===== config.mk =====
export PLATFORM = sky130hd
export DESIGN_NAME = hsr_cfg_top
export DESIGN_NICKNAME = d
export VERILOG_FILES = /design/src/design/hsr_pkg.sv /design/src/design/hsr_nvm_if.sv /design/src/design/hsr_nvm.sv /design/src/design/hsr_cfg_top.sv
export SDC_FILE = /design/constraint.sdc
export NUM_CORES = 1
export LEC_CHECK = 0
export BUFFER_PORTS_ARGS = -buffer_cell sky130_fd_sc_hd__buf_4
export CAP_MARGIN = 20
export CORE_AREA = 2 2 119 121
export CTS_BUF_LIST = sky130_fd_sc_hd__clkbuf_2 sky130_fd_sc_hd__clkbuf_4 sky130_fd_sc_hd__clkbuf_8
export CTS_CLUSTER_DIAMETER = 120
export DETAILED_ROUTE_END_ITERATION = 16
export DIE_AREA = 0 0 121 123
export GPL_TIMING_DRIVEN = 0
export PLACE_DENSITY = 0.86
export SLEW_MARGIN = 10
export SYNTH_ARGS = -nofsm -noshare
export SYNTH_HDL_FRONTEND = slang
export SYNTH_SLANG_ARGS = --single-unit

===== constraint.sdc =====
create_clock -name i_core_clk -period 2.35 [get_ports i_core_clk]
set_input_delay 0.1175 -clock i_core_clk [delete_from_list [all_inputs] [get_ports i_core_clk]]
set_output_delay 0.1175 -clock i_core_clk [all_outputs]
set_load 0.005 [all_outputs]

===== src/design/hsr_pkg.sv =====
// package: register map, timing constants, states and decode helpers for the resolution and ident block
package hsr_pkg;
  localparam logic [7:0] ADDR_HUM_RD = 8'h06;
  localparam logic [7:0] ADDR_TEMP_RD = 8'h11;
  localparam logic [7:0] ADDR_ID_UP = 8'h1e;
  localparam logic [7:0] ADDR_ID_LO = 8'h1f;
  localparam logic [7:0] ADDR_HUM_WR = 8'h46;
  localparam logic [7:0] ADDR_TEMP_WR = 8'h51;
  localparam logic [7:0] CMD_ENTER_PROG = 8'ha0;
  localparam logic [7:0] CMD_EXIT_PROG = 8'h80;

  localparam int REG_W = 16;
  localparam int RES_LSB = 10;
  localparam int RES_MSB = 11;
  localparam int MEAS_W = 14;
  localparam int RESULT_W = 32;
  localparam int CNT_W = 18;
  localparam int NVM_WORDS = 4;

  localparam logic [1:0] IDX_HUM = 2'h0;
  localparam logic [1:0] IDX_TEMP = 2'h1;
  localparam logic [1:0] IDX_ID_UP = 2'h2;
  localparam logic [1:0] IDX_ID_LO = 2'h3;

  localparam logic [1:0] RES_CODE_RESET = 2'h3;
  localparam logic [3:0] RES_BITS_RESET = 4'he;
  localparam logic [15:0] RES_REG_RESET = 16'h0c00;

  localparam int CLK_HZ = 10_000_000;
  localparam int T_LOAD_US = 120;
  localparam int T_WRITE_MS = 14;
  localparam int T_WINDOW_MS = 10;
  localparam int LOAD_CYC = (T_LOAD_US * (CLK_HZ / 1000) + 999) / 1000;
  localparam int WRITE_CYC = (T_WRITE_MS * (CLK_HZ / 1000));
  localparam int WINDOW_CYC = (T_WINDOW_MS * (CLK_HZ / 1000));

  typedef enum logic [1:0] {
    ST_NORMAL = 2'h0,
    ST_LOAD = 2'h1,
    ST_PROG = 2'h3,
    ST_WRITE = 2'h2
  } hsr_state_t;

  function automatic logic [3:0] hsr_res_bits(input logic [1:0] code);
    unique case (code)
      2'h0: hsr_res_bits = 4'h8;
      2'h1: hsr_res_bits = 4'ha;
      2'h2: hsr_res_bits = 4'hc;
      2'h3: hsr_res_bits = 4'he;
    endcase
  endfunction

  // output stays scaled to 14 bits; bits below the resolution read as zero
  function automatic logic [13:0] hsr_res_mask(input logic [1:0] code);
    unique case (code)
      2'h0: hsr_res_mask = 14'h3fc0;
      2'h1: hsr_res_mask = 14'h3ff0;
      2'h2: hsr_res_mask = 14'h3ffc;
      2'h3: hsr_res_mask = 14'h3fff;
    endcase
  endfunction

  function automatic logic hsr_is_read(input logic [7:0] addr);
    hsr_is_read = (addr == ADDR_HUM_RD) || (addr == ADDR_TEMP_RD) || (addr == ADDR_ID_UP) || (addr == ADDR_ID_LO);
  endfunction

  function automatic logic hsr_is_write(input logic [7:0] addr);
    hsr_is_write = (addr == ADDR_HUM_WR) || (addr == ADDR_TEMP_WR);
  endfunction

  function automatic logic [1:0] hsr_index(input logic [7:0] addr);
    if (addr == ADDR_HUM_RD || addr == ADDR_HUM_WR) begin
      hsr_index = IDX_HUM;
    end else if (addr == ADDR_TEMP_RD || addr == ADDR_TEMP_WR) begin
      hsr_index = IDX_TEMP;
    end else if (addr == ADDR_ID_UP) begin
      hsr_index = IDX_ID_UP;
    end else begin
      hsr_index = IDX_ID_LO;
    end
  endfunction
endpackage


===== src/design/hsr_nvm_if.sv =====
// interface: control and data between the command logic and the stored-word array
`timescale 1ns/1ps
interface hsr_nvm_if;
  logic we;
  logic [1:0] idx;
  logic [15:0] wdata;
  logic [15:0] rdata;
  logic [1:0] hum_code;
  logic [1:0] temp_code;
  modport ctl (output we, output idx, output wdata, input rdata, input hum_code, input temp_code);
  modport mem (input we, input idx, input wdata, output rdata, output hum_code, output temp_code);
endinterface


===== src/design/hsr_nvm.sv =====
// stored configuration words: two resolution registers and the two ident halves
`timescale 1ns/1ps
module hsr_nvm #(
  parameter logic [15:0] ID_UPPER = 16'h5a5a,
  parameter logic [15:0] ID_LOWER = 16'ha5a5
) (
  input wire logic i_core_clk,
  input wire logic i_reset,
  hsr_nvm_if.mem nvm
);
  import hsr_pkg::*;

  // the array is never touched by reset: it models non-volatile content
  logic [REG_W-1:0] mem [0:NVM_WORDS-1] = '{RES_REG_RESET, RES_REG_RESET, ID_UPPER, ID_LOWER};

  always_ff @(posedge i_core_clk) begin
    // ident words have no write address, so only the resolution words change
    if (nvm.we && (nvm.idx == IDX_HUM || nvm.idx == IDX_TEMP)) begin
      mem[nvm.idx] <= nvm.wdata;
    end
  end

  assign nvm.rdata = mem[nvm.idx];
  assign nvm.hum_code = mem[IDX_HUM][RES_MSB:RES_LSB];
  assign nvm.temp_code = mem[IDX_TEMP][RES_MSB:RES_LSB];

  nvm_hold_a: assert property (@(posedge i_core_clk) disable iff (i_reset)
    !nvm.we |=> ($stable(mem[IDX_HUM]) && $stable(mem[IDX_TEMP]) && mem[IDX_ID_UP] == ID_UPPER))
    else $error("stored word changed without a write");
  word_write_a: assert property (@(posedge i_core_clk) disable iff (i_reset)
    (nvm.we && nvm.idx == IDX_TEMP) |=> (mem[IDX_TEMP] == $past(nvm.wdata) && $stable(mem[IDX_HUM])))
    else $error("full 16-bit word not stored");
endmodule


===== src/design/hsr_cfg_top.sv =====
// top: command handling, timed load and write phases, active resolution and result packing
`timescale 1ns/1ps
module hsr_cfg_top #(
  parameter int WINDOW_CYCLES = hsr_pkg::WINDOW_CYC,
  parameter int WRITE_CYCLES = hsr_pkg::WRITE_CYC,
  parameter logic [15:0] ID_UPPER = 16'h5a5a, // arbitrary value
  parameter logic [15:0] ID_LOWER = 16'ha5a5 // arbitrary value
) (
  input wire logic i_core_clk,
  input wire logic i_reset,
  input wire logic i_cmd_valid,
  input wire logic [7:0] i_cmd_code,
  input wire logic [hsr_pkg::REG_W-1:0] i_cmd_data,
  input wire logic i_meas_valid,
  input wire logic [1:0] i_meas_status,
  input wire logic [hsr_pkg::MEAS_W-1:0] i_meas_hum,
  input wire logic [hsr_pkg::MEAS_W-1:0] i_meas_temp,
  output logic o_busy,
  output logic o_prog_mode,
  output logic o_rd_valid,
  output logic [hsr_pkg::REG_W-1:0] o_rd_data,
  output logic [3:0] o_hum_res_bits,
  output logic [3:0] o_temp_res_bits,
  output logic o_result_valid,
  output logic [hsr_pkg::RESULT_W-1:0] o_result
);
  import hsr_pkg::*;

  hsr_state_t st;
  hsr_state_t next_st;
  logic [CNT_W-1:0] cnt;
  logic [CNT_W-1:0] win_cnt;
  logic window_open;
  logic rd_pending;
  logic [1:0] rd_idx;
  logic [1:0] act_hum;
  logic [1:0] act_temp;
  logic take;
  logic phase_end;
  logic [CNT_W-1:0] rd_age;
  logic [7:0] rd_code;
  logic rd_due;

  hsr_nvm_if nvm ();

  hsr_nvm #(.ID_UPPER(ID_UPPER), .ID_LOWER(ID_LOWER)) u_nvm (
    .i_core_clk(i_core_clk),
    .i_reset(i_reset),
    .nvm(nvm)
  );

  // commands arriving during a load or write phase are dropped, not queued
  assign take = i_cmd_valid && (st == ST_NORMAL || st == ST_PROG);
  assign phase_end = (cnt == '0);

  assign nvm.we = take && (st == ST_PROG) && hsr_is_write(i_cmd_code);
  assign nvm.idx = (st == ST_LOAD) ? rd_idx : hsr_index(i_cmd_code);
  assign nvm.wdata = i_cmd_data;

  always_comb begin
    next_st = st;
    unique case (st)
      ST_NORMAL: begin
        // entry is honoured only inside the power-up window
        if (take && i_cmd_code == CMD_ENTER_PROG && window_open) begin
          next_st = ST_LOAD;
        end
      end
      ST_PROG: begin
        if (take && i_cmd_code == CMD_EXIT_PROG) begin
          next_st = ST_NORMAL;
        end else if (take && hsr_is_read(i_cmd_code)) begin
          next_st = ST_LOAD;
        end else if (take && hsr_is_write(i_cmd_code)) begin
          next_st = ST_WRITE;
        end
      end
      ST_LOAD: begin
        if (phase_end) begin
          next_st = ST_PROG;
        end
      end
      ST_WRITE: begin
        if (phase_end) begin
          next_st = ST_PROG;
        end
      end
    endcase
  end

  always_ff @(posedge i_core_clk) begin
    if (i_reset) begin
      st <= ST_NORMAL;
      o_busy <= 1'b0;
      o_prog_mode <= 1'b0;
    end else begin
      st <= next_st;
      o_busy <= (next_st == ST_LOAD) || (next_st == ST_WRITE);
      o_prog_mode <= (next_st != ST_NORMAL);
    end
  end

  always_ff @(posedge i_core_clk) begin
    if (i_reset) begin
      cnt <= '0;
    end else if (next_st == ST_LOAD && st != ST_LOAD) begin
      cnt <= CNT_W'(LOAD_CYC - 1);
    end else if (next_st == ST_WRITE && st != ST_WRITE) begin
      cnt <= CNT_W'(WRITE_CYCLES - 1);
    end else if (!phase_end) begin
      cnt <= cnt - 1'b1;
    end
  end

  // window counts from reset release and saturates
  always_ff @(posedge i_core_clk) begin
    if (i_reset) begin
      win_cnt <= '0;
      window_open <= 1'b1;
    end else begin
      if (window_open) begin
        win_cnt <= win_cnt + 1'b1;
      end
      window_open <= (win_cnt < CNT_W'(WINDOW_CYCLES - 1));
    end
  end

  always_ff @(posedge i_core_clk) begin
    if (i_reset) begin
      rd_pending <= 1'b0;
      rd_idx <= IDX_HUM;
    end else if (take && st == ST_PROG && hsr_is_read(i_cmd_code)) begin
      rd_pending <= 1'b1;
      rd_idx <= hsr_index(i_cmd_code);
    end else if (take) begin
      rd_pending <= 1'b0;
    end else if (st == ST_LOAD && phase_end) begin
      rd_pending <= 1'b0;
    end
  end

  // read word appears only after the load time, and holds until the next command
  always_ff @(posedge i_core_clk) begin
    if (i_reset) begin
      o_rd_valid <= 1'b0;
      o_rd_data <= '0;
    end else if (st == ST_LOAD && phase_end && rd_pending) begin
      o_rd_valid <= 1'b1;
      o_rd_data <= nvm.rdata;
    end else if (take) begin
      o_rd_valid <= 1'b0;
    end
  end

  // active settings follow storage only in normal mode, so writes take effect on resume
  always_ff @(posedge i_core_clk) begin
    if (i_reset) begin
      act_hum <= RES_CODE_RESET;
      act_temp <= RES_CODE_RESET;
      o_hum_res_bits <= RES_BITS_RESET;
      o_temp_res_bits <= RES_BITS_RESET;
    end else begin
      if (st == ST_NORMAL) begin
        act_hum <= nvm.hum_code;
        act_temp <= nvm.temp_code;
      end
      o_hum_res_bits <= hsr_res_bits(act_hum);
      o_temp_res_bits <= hsr_res_bits(act_temp);
    end
  end

  always_ff @(posedge i_core_clk) begin
    if (i_reset) begin
      o_result_valid <= 1'b0;
      o_result <= '0;
    end else begin
      o_result_valid <= i_meas_valid && (st == ST_NORMAL);
      if (i_meas_valid && st == ST_NORMAL) begin
        o_result <= {i_meas_status, i_meas_hum & hsr_res_mask(act_hum),
                     i_meas_temp & hsr_res_mask(act_temp), 2'h0};
      end
    end
  end

  // checker bookkeeping: the load lasts over a thousand cycles, too long for a delay range,
  // so the age of the last read is counted here and saturates once its word is due
  assign rd_due = (rd_age == CNT_W'(LOAD_CYC + 1));

  always_ff @(posedge i_core_clk) begin
    if (i_reset) begin
      rd_age <= '0;
      rd_code <= '0;
    end else if (take && st == ST_PROG && hsr_is_read(i_cmd_code)) begin
      rd_age <= CNT_W'(1);
      rd_code <= i_cmd_code;
    end else if (take) begin
      rd_age <= '0;
    end else if (rd_age != '0 && !rd_due) begin
      rd_age <= rd_age + 1'b1;
    end
  end

  res_default_a: assert property (@(posedge i_core_clk)
    $fell(i_reset) |-> (o_hum_res_bits == 4'he && o_temp_res_bits == 4'he))
    else $error("resolution not 14 bits after reset");
  // the output lags the stored code by two cycles, so both of those edges must be out of reset
  res_decode_a: assert property (@(posedge i_core_clk) disable iff (i_reset)
    (st == ST_NORMAL && $past(st == ST_NORMAL) && $past(st == ST_NORMAL, 2)
      && !$past(i_reset) && !$past(i_reset, 2))
    |-> (o_hum_res_bits == hsr_res_bits($past(nvm.hum_code, 2))
      && o_temp_res_bits == hsr_res_bits($past(nvm.temp_code, 2))))
    else $error("resolution bits do not match stored code");
  hum_read_a: assert property (@(posedge i_core_clk) disable iff (i_reset)
    (rd_code == ADDR_HUM_RD && rd_age != '0)
    |-> (o_rd_valid == rd_due && (!o_rd_valid || o_rd_data[11:10] == nvm.hum_code)))
    else $error("humidity read word wrong or early");
  temp_read_a: assert property (@(posedge i_core_clk) disable iff (i_reset)
    (rd_code == ADDR_TEMP_RD && rd_age != '0)
    |-> (o_rd_valid == rd_due && (!o_rd_valid || o_rd_data[11:10] == nvm.temp_code)))
    else $error("temperature read word missing");
  res_write_a: assert property (@(posedge i_core_clk) disable iff (i_reset)
    (take && st == ST_PROG && i_cmd_code == 8'h46)
    |=> (nvm.hum_code == $past(i_cmd_data[11:10]) && st == ST_WRITE && o_busy))
    else $error("humidity write not stored");
  ident_read_a: assert property (@(posedge i_core_clk) disable iff (i_reset)
    (rd_code == ADDR_ID_UP && rd_age != '0)
    |-> (o_rd_valid == rd_due && (!o_rd_valid || o_rd_data == ID_UPPER)))
    else $error("ident upper half not returned");
  result_pack_a: assert property (@(posedge i_core_clk) disable iff (i_reset)
    (i_meas_valid && st == ST_NORMAL && act_temp == 2'h3 && act_hum == 2'h3)
    |=> (o_result_valid && o_result[29:16] == $past(i_meas_hum)
      && o_result[15:2] == $past(i_meas_temp) && o_result[1:0] == 2'h0))
    else $error("result bytes misplaced");
  resume_a: assert property (@(posedge i_core_clk) disable iff (i_reset)
    (take && st == ST_PROG && i_cmd_code == 8'h80)
    |=> (st == ST_NORMAL) ##2 (o_hum_res_bits == hsr_res_bits(nvm.hum_code)))
    else $error("resolution not applied on resume");
  prog_hold_a: assert property (@(posedge i_core_clk) disable iff (i_reset)
    (st == ST_PROG && !take) |=> ($stable(act_hum) && st == ST_PROG))
    else $error("active resolution moved in programming mode");
endmodule


Word level (Yosys, flattened, before mapping). Memories as Yosys holds them, arrays and structs flattened. A register that Yosys moved wholly into a read port is not among the register bits. Index checks and enable logic that the tools add are counted.

Flip-flop bits (word level): 84. Bits in latches: 0. Bits in writable memories: 64. Bits in read-only memories: 0. Input port bits: 58. Output and inout bits: 60. Word-level logic and storage cells: 108. Memories: 1.

Add/sub/neg operators: 2. Multipliers: 0. Divide/modulo/power cells: 0. $lt $le $gt $ge: 1. Equal/unequal tests: 24. Shift-type cells: 0. Muxes and demuxes: 28. Bitwise gates (word level): 2. Reduce and logical (&&, ||, !) cells: 35.

Memories: u_nvm.mem (words 4, width 16, read ports 3, clocked after Yosys merged registers in 3, write ports 1, line hsr_nvm.sv:14) `logic [REG_W-1:0] mem [0:NVM_WORDS-1] = '{RES_REG_RESET, RES_REG_RESET, ID_UPPER, ID_LOWER};`.

Operator list (count): 14-bit one-hot mux with 4 select lines (2); 14-bit two-way mux (4); 18-bit two-way mux (2); 4-bit one-hot mux with 4 select lines (2); 14-bit bitwise AND (2); 8-bit by 5-bit equality test with 1-bit output (second input constant) (3); 18-bit by 1-bit adder with 18-bit output (second input constant) (1); 18-bit zero test (1); 18-bit by 17-bit < comparator with 1-bit output (second input constant) (1); 18-bit by 1-bit subtractor with 18-bit output (second input constant) (1); 8-bit by 7-bit equality test with 1-bit output (second input constant) (2); 8-bit equality test (second input constant) (2); 2-bit two-way mux (8); 1-bit logical AND (15); 2-bit equality test (second input constant) (7); 11-bit two-way mux (1); 2-bit by 1-bit equality test with 1-bit output (second input constant) (5); 1-bit logical OR (9); 8-bit by 3-bit equality test with 1-bit output (second input constant) (1); 2-bit zero test (4); 1-bit two-way mux (8); 2-bit one-hot mux with 3 select lines (1); 2-bit by 1-bit != test with 1-bit output (second input constant) (2); 2-bit nonzero test (2); other kinds (5) (6).

Longest topological paths before layout.
Word-level depth: 12. Depth in mapped cells: 12. Mapped depth without buffers: 12.

By module. Synthesis repeated with hierarchy kept, for this count alone.

Cells, all modules: 587. Area total of the unflattened synthesis: 6780.3 um2.

By module, submodules not included: hsr_cfg_top (times used 1, cells each 496, area each 4375.4 um2, sequential area each 2001.9 um2); hsr_nvm (times used 1, cells each 91, area each 2404.8 um2, sequential area each 1921.8 um2).

Worst setup path before layout. No wires, ideal clock.

Path type: reg2reg. From: register st[0]. To: register cnt[0]. Setup time: 0.132 ns. Arrival time: 2.370 ns. Required time: 2.218 ns. Slack: -0.152 ns. Stages on the path, launching flop included: 12. Buffers on the path: 1. Period minus slack after synthesis: 2.502 ns. Cells stage by stage: dfxtp_1 > inv_1 > ha_1 > nor3b_1 > a41oi_1 > a32oi_1 > nand2_1 > ha_1 > nand2b_1 > clkbuf_1 > and2_1 > a21oi_1.

Word-level cells in the longest chain between the ends: 12. Elaborated cells between the ends (all ways): 27. Those cells by class: 8 x eq/ne; 8 x mux; 11 x reduce/logical.

Ends and longest elaborated chain: start: declaration (line hsr_cfg_top.sv:29) `hsr_state_t st;`; start signal: assignment (line hsr_cfg_top.sv:97) `st <= next_st;`; 2-bit equality test or 2-bit zero test (tied branches) (line hsr_cfg_top.sv:53, hsr_cfg_top.sv:62); 1-bit logical OR (line hsr_cfg_top.sv:53) `assign take = i_cmd_valid && (st == ST_NORMAL || st == ST_PROG);`; 1-bit logical AND (line hsr_cfg_top.sv:53); 1-bit logical AND (line hsr_cfg_top.sv:74) `end else if (take && hsr_is_write(i_cmd_code)) begin`; 2-bit two-way mux (line hsr_cfg_top.sv:74); 2-bit two-way mux (line hsr_cfg_top.sv:72) `end else if (take && hsr_is_read(i_cmd_code)) begin`; 2-bit two-way mux (line hsr_cfg_top.sv:70) `if (take && i_cmd_code == CMD_EXIT_PROG) begin`; 2-bit one-hot mux with 3 select lines (*) (line hsr_cfg_top.sv:62) `unique case (st)`; named net next_st[1] (line hsr_cfg_top.sv:30) `hsr_state_t next_st;`; 2-bit equality test (line hsr_cfg_top.sv:108) `end else if (next_st == ST_WRITE && st != ST_WRITE) begin`; 1-bit logical AND (line hsr_cfg_top.sv:108); 18-bit two-way mux (line hsr_cfg_top.sv:108); 11-bit two-way mux (line hsr_cfg_top.sv:106) `end else if (next_st == ST_LOAD && st != ST_LOAD) begin`; end signal: assignment (line hsr_cfg_top.sv:107) `cnt <= CNT_W'(LOAD_CYC - 1);`; end signal: assignment (line hsr_cfg_top.sv:109) `cnt <= CNT_W'(WRITE_CYCLES - 1);`; end signal: assignment (line hsr_cfg_top.sv:111) `cnt <= cnt - 1'b1;`; end: declaration (line hsr_cfg_top.sv:31) `logic [CNT_W-1:0] cnt;`.

The timed path passes the listed nets; every way through them passes the cells marked *. A chain may end at the register's enable or synchronous reset.

Worst setup path after layout.
From: register st[0]. To: register cnt[3].

Word-level cells in the longest chain between the ends: 12. Elaborated cells between the ends (all ways): 27. Those cells by class: 8 x eq/ne; 8 x mux; 11 x reduce/logical.

Ends and longest elaborated chain (line): 2-bit equality test or 2-bit zero test (tied branches) (hsr_cfg_top.sv:53, hsr_cfg_top.sv:62); 1-bit logical OR (hsr_cfg_top.sv:53); 1-bit logical AND (hsr_cfg_top.sv:53); 1-bit logical AND (hsr_cfg_top.sv:74); 2-bit two-way mux (hsr_cfg_top.sv:74); 2-bit two-way mux (hsr_cfg_top.sv:72); 2-bit two-way mux (hsr_cfg_top.sv:70); 2-bit one-hot mux with 3 select lines (hsr_cfg_top.sv:62); 2-bit equality test (hsr_cfg_top.sv:108); 1-bit logical AND (hsr_cfg_top.sv:108); 18-bit two-way mux (hsr_cfg_top.sv:108); 11-bit two-way mux (hsr_cfg_top.sv:106).

Parallel ways exist; a longest one is shown, timed or not.

==> flow_summary.yaml <==
sta:
  min_period_ns: 2.34
  worst_slew_pin_slew_ns: 0.725
  slew_headroom_pct: 51.2
  setup_viol: 0
  fin_crit_sh_pct: 99.5
  slew_violations: 0
  fmax_ghz: 0.428
  skew_ns: 0.0172
  final.setup.worst_slack_ns: 0.0114
  timing.hold.ws_ns: 0.183
  hold_viol: 0
placed_design:
  dpl.hpwl_um: 10700
  io_buffer_count: 111
  place_ws_ns: -0.386
  place_area_um2: 8150
  dp_cells: 971
  globalplace.congestion: 0.848
cts:
  cts_buffer_depth: 2
  cts_max_level: 4
  cts_tree: "done"
  numClockSinks: 164
  clk_latency_ns: 0.48
  clockRootBuffer: "clkbuf_8"
  clk_pin_slew_ns: 0.09
  cts_buffers: 17
power_and_ir_drop:
  p_per_area_nw_per_um2: 779
  peakVddDrop_uv: 411
  p_leak_nw: 3.69
layout:
  fin_area_um2: 9370
  area_delta_synth_final_pct: 34.8
  finalNonFillerCells: 1068
  fillers: 893
  layout_common_cells: "buf_4, dfxtp_1, edfxtp_1, nand2_1, nor2_1"
  drive_above_1_share_pct: 27.6
  layout_commonest_cell: "buf_4"
  n_antenna_cell: 0
  nets: 944
grt:
  grt_pass1_vias: 5526
  grt_pass1_wl_um: 26700
  grt_usage_pct: 23.4
  antenna_found_initial: 0
  grt_overflow: 0
  grt_max_degree: 17
setup_path:
  path_cells: "inv_4 > ha_4 > nor3b_4 > a41oi_2 > a32oi_2 > and2_4 > ha_4 > nand2b_4 > buf_4 > and2_4 > a21oi_2"
  r2r_slack_ns: 0.01
  crit_arrival_ns: 2.74
  critPathMaxStageDelay_ns: 0.38
  end_kind: "register"
  cpMaxStageDelayCell: "dfxtp_4"
  worstSetupStartpointType: "register"
  cp_data_required_time_ns: 2.75
  path_max_fanout: 6
  critical_path_class: "reg -> reg"
floorplan:
  dieWidth_um: 121
  die_h_um: 123
  io_pins: 118
  die_area_um2: 14900
  core_um2: 13600
  start_util_pct: 51.0
  rows: 43
drt:
  drt-total-wl_um: 18600
  drt_iter0_markers: 526
  dr.pass1.iters: 5
  wl_per_cell_um: 17.4
  route.detailed.drc: 0
  viasPerCell: 5.48
  ant_nets: 0
  num_vias: 5856
hold_path:
  hp-class: "in -> reg"
logic_synthesis:
  seq_area_frac_synth_pct: 56.5
  synthCells: 644
  synth-main-ff-cell: "dfxtp_1"
  synth-edff-count: 64
  mappedNetlistArea_um2: 6950
  synth_seq_cells: 164
  syn_area_per_cell_um2: 10.8
  ys_warn_count: 0
  synthArstFlopShare_pct: 0
  synth_cell_types: 69
status:
  status: "finished clean"
flow_run:
  drv_cap: 0
Yosys cell counts (all sizes together) (17+ instances only):
cell type | instances | share of area, %
a211oi | 17 | 1.9
a21oi | 41 | 3.0
a22oi | 22 | 2.4
buf | 19 | 1.7
clkbuf | 17 | 0.92
dfxtp | 100 | 29
edfxtp | 64 | 28
nand2 | 65 | 3.5
nand3 | 17 | 1.2
nor2 | 60 | 3.3
nor2b | 32 | 2.9
xor2 | 18 | 2.3
state kept, by name (all words and copies together) (netlist names), 2 cells and up:
register and cells:
cnt 18, act_temp 2, o_rd_data 16, act_hum 2
rd_idx 2, o_result 30, u_nvm.mem 64, o_temp_res_bits 2
st 2, o_hum_res_bits 2, win_cnt 18
routing by layer:
metal,track usage [%],wire (um),vias up,share of wire [%]
met4,13.1,775,0,4.2
li1,-,-,2741,-
met1,26.5,7020,2767,38
met2,40.1,9510,269,51
met3,6.55,1270,79,6.8
met5,0,0,-,0
logic make-up after synthesis:
family	synth area share (%)
AND/OR/NAND/NOR	19.2
flip-flops	56.5
AO/OA/AOI/OAI	14.6
buffers and inverters	3.08
XOR/XNOR	3.91
adder cells (fa/ha/maj)	1.98
multiplexers	0.720
other	0.108
through the flow:
step	setup TNS, ns	power [W]	utilization (%)
CTS	0	0.00706	67.4
finish	0	0.00730	68.8
global route	-0.701	0.00757	68.8
floorplan	0	0.00437	-
detailed placement	-14.01	0.00478	59.9
global placement	-12.82	0.00475	59.9
layout make-up:
type | instances | area (um2) | share of cell area (%)
Tap cell | 180 | 225 | 2.40
Buffer | 36 | 195 | 2.08
Timing Repair Buffer | 176 | 1440 | 15.4
Multi-Input combinational cell | 472 | 3130 | 33.4
Clock buffer | 19 | 249 | 2.66
Clock inverter | 13 | 159 | 1.70
Sequential cell | 164 | 3940 | 42.0
Inverter | 8 | 35.0 | 0.374
final timing paths:
kind / start / endpoint / depth (start not counted)
worst max-delay path: st[0]$_SDFF_PP0_ / cnt[3]$_SDFFE_PP0P_ / 11
worst min-delay path: i_reset / window_open$_SDFF_PP1_ / 3
worst max register to register: st[0]$_SDFF_PP0_ / cnt[3]$_SDFFE_PP0P_ / 11
worst min register to register: o_result[22]$_SDFFE_PP0P_ / o_result[22]$_SDFFE_PP0P_ / 2
critical path: cells and delay by family (launching register included):
kind / cells / cell delay [ns]
simple gates: 4 / 0.70
buf+inv: 2 / 0.20
compound gates: 3 / 0.56
fa+ha+maj: 2 / 0.42
flops: 1 / 0.38
power breakdown:
group	internal, W	switching (W)	total, W	leakage (nW)
combinational	0.000859	0.000996	0.00185	2.08
sequential	0.00314	0.000176	0.00331	1.42
clock	0.00107	0.00106	0.00213	0.190
total	0.00506	0.00223	0.00730	3.69
timing repair:
item                       in CTS  in global routing
buffers inserted                8                 10
hold endpoints to repair       95                  0
hold buffers                   47                  0
resized for setup              27                 29
setup endpoints to repair      61                 54
pin swaps                       7                 11
No activity file was read; power rests on OpenSTA's default activity.
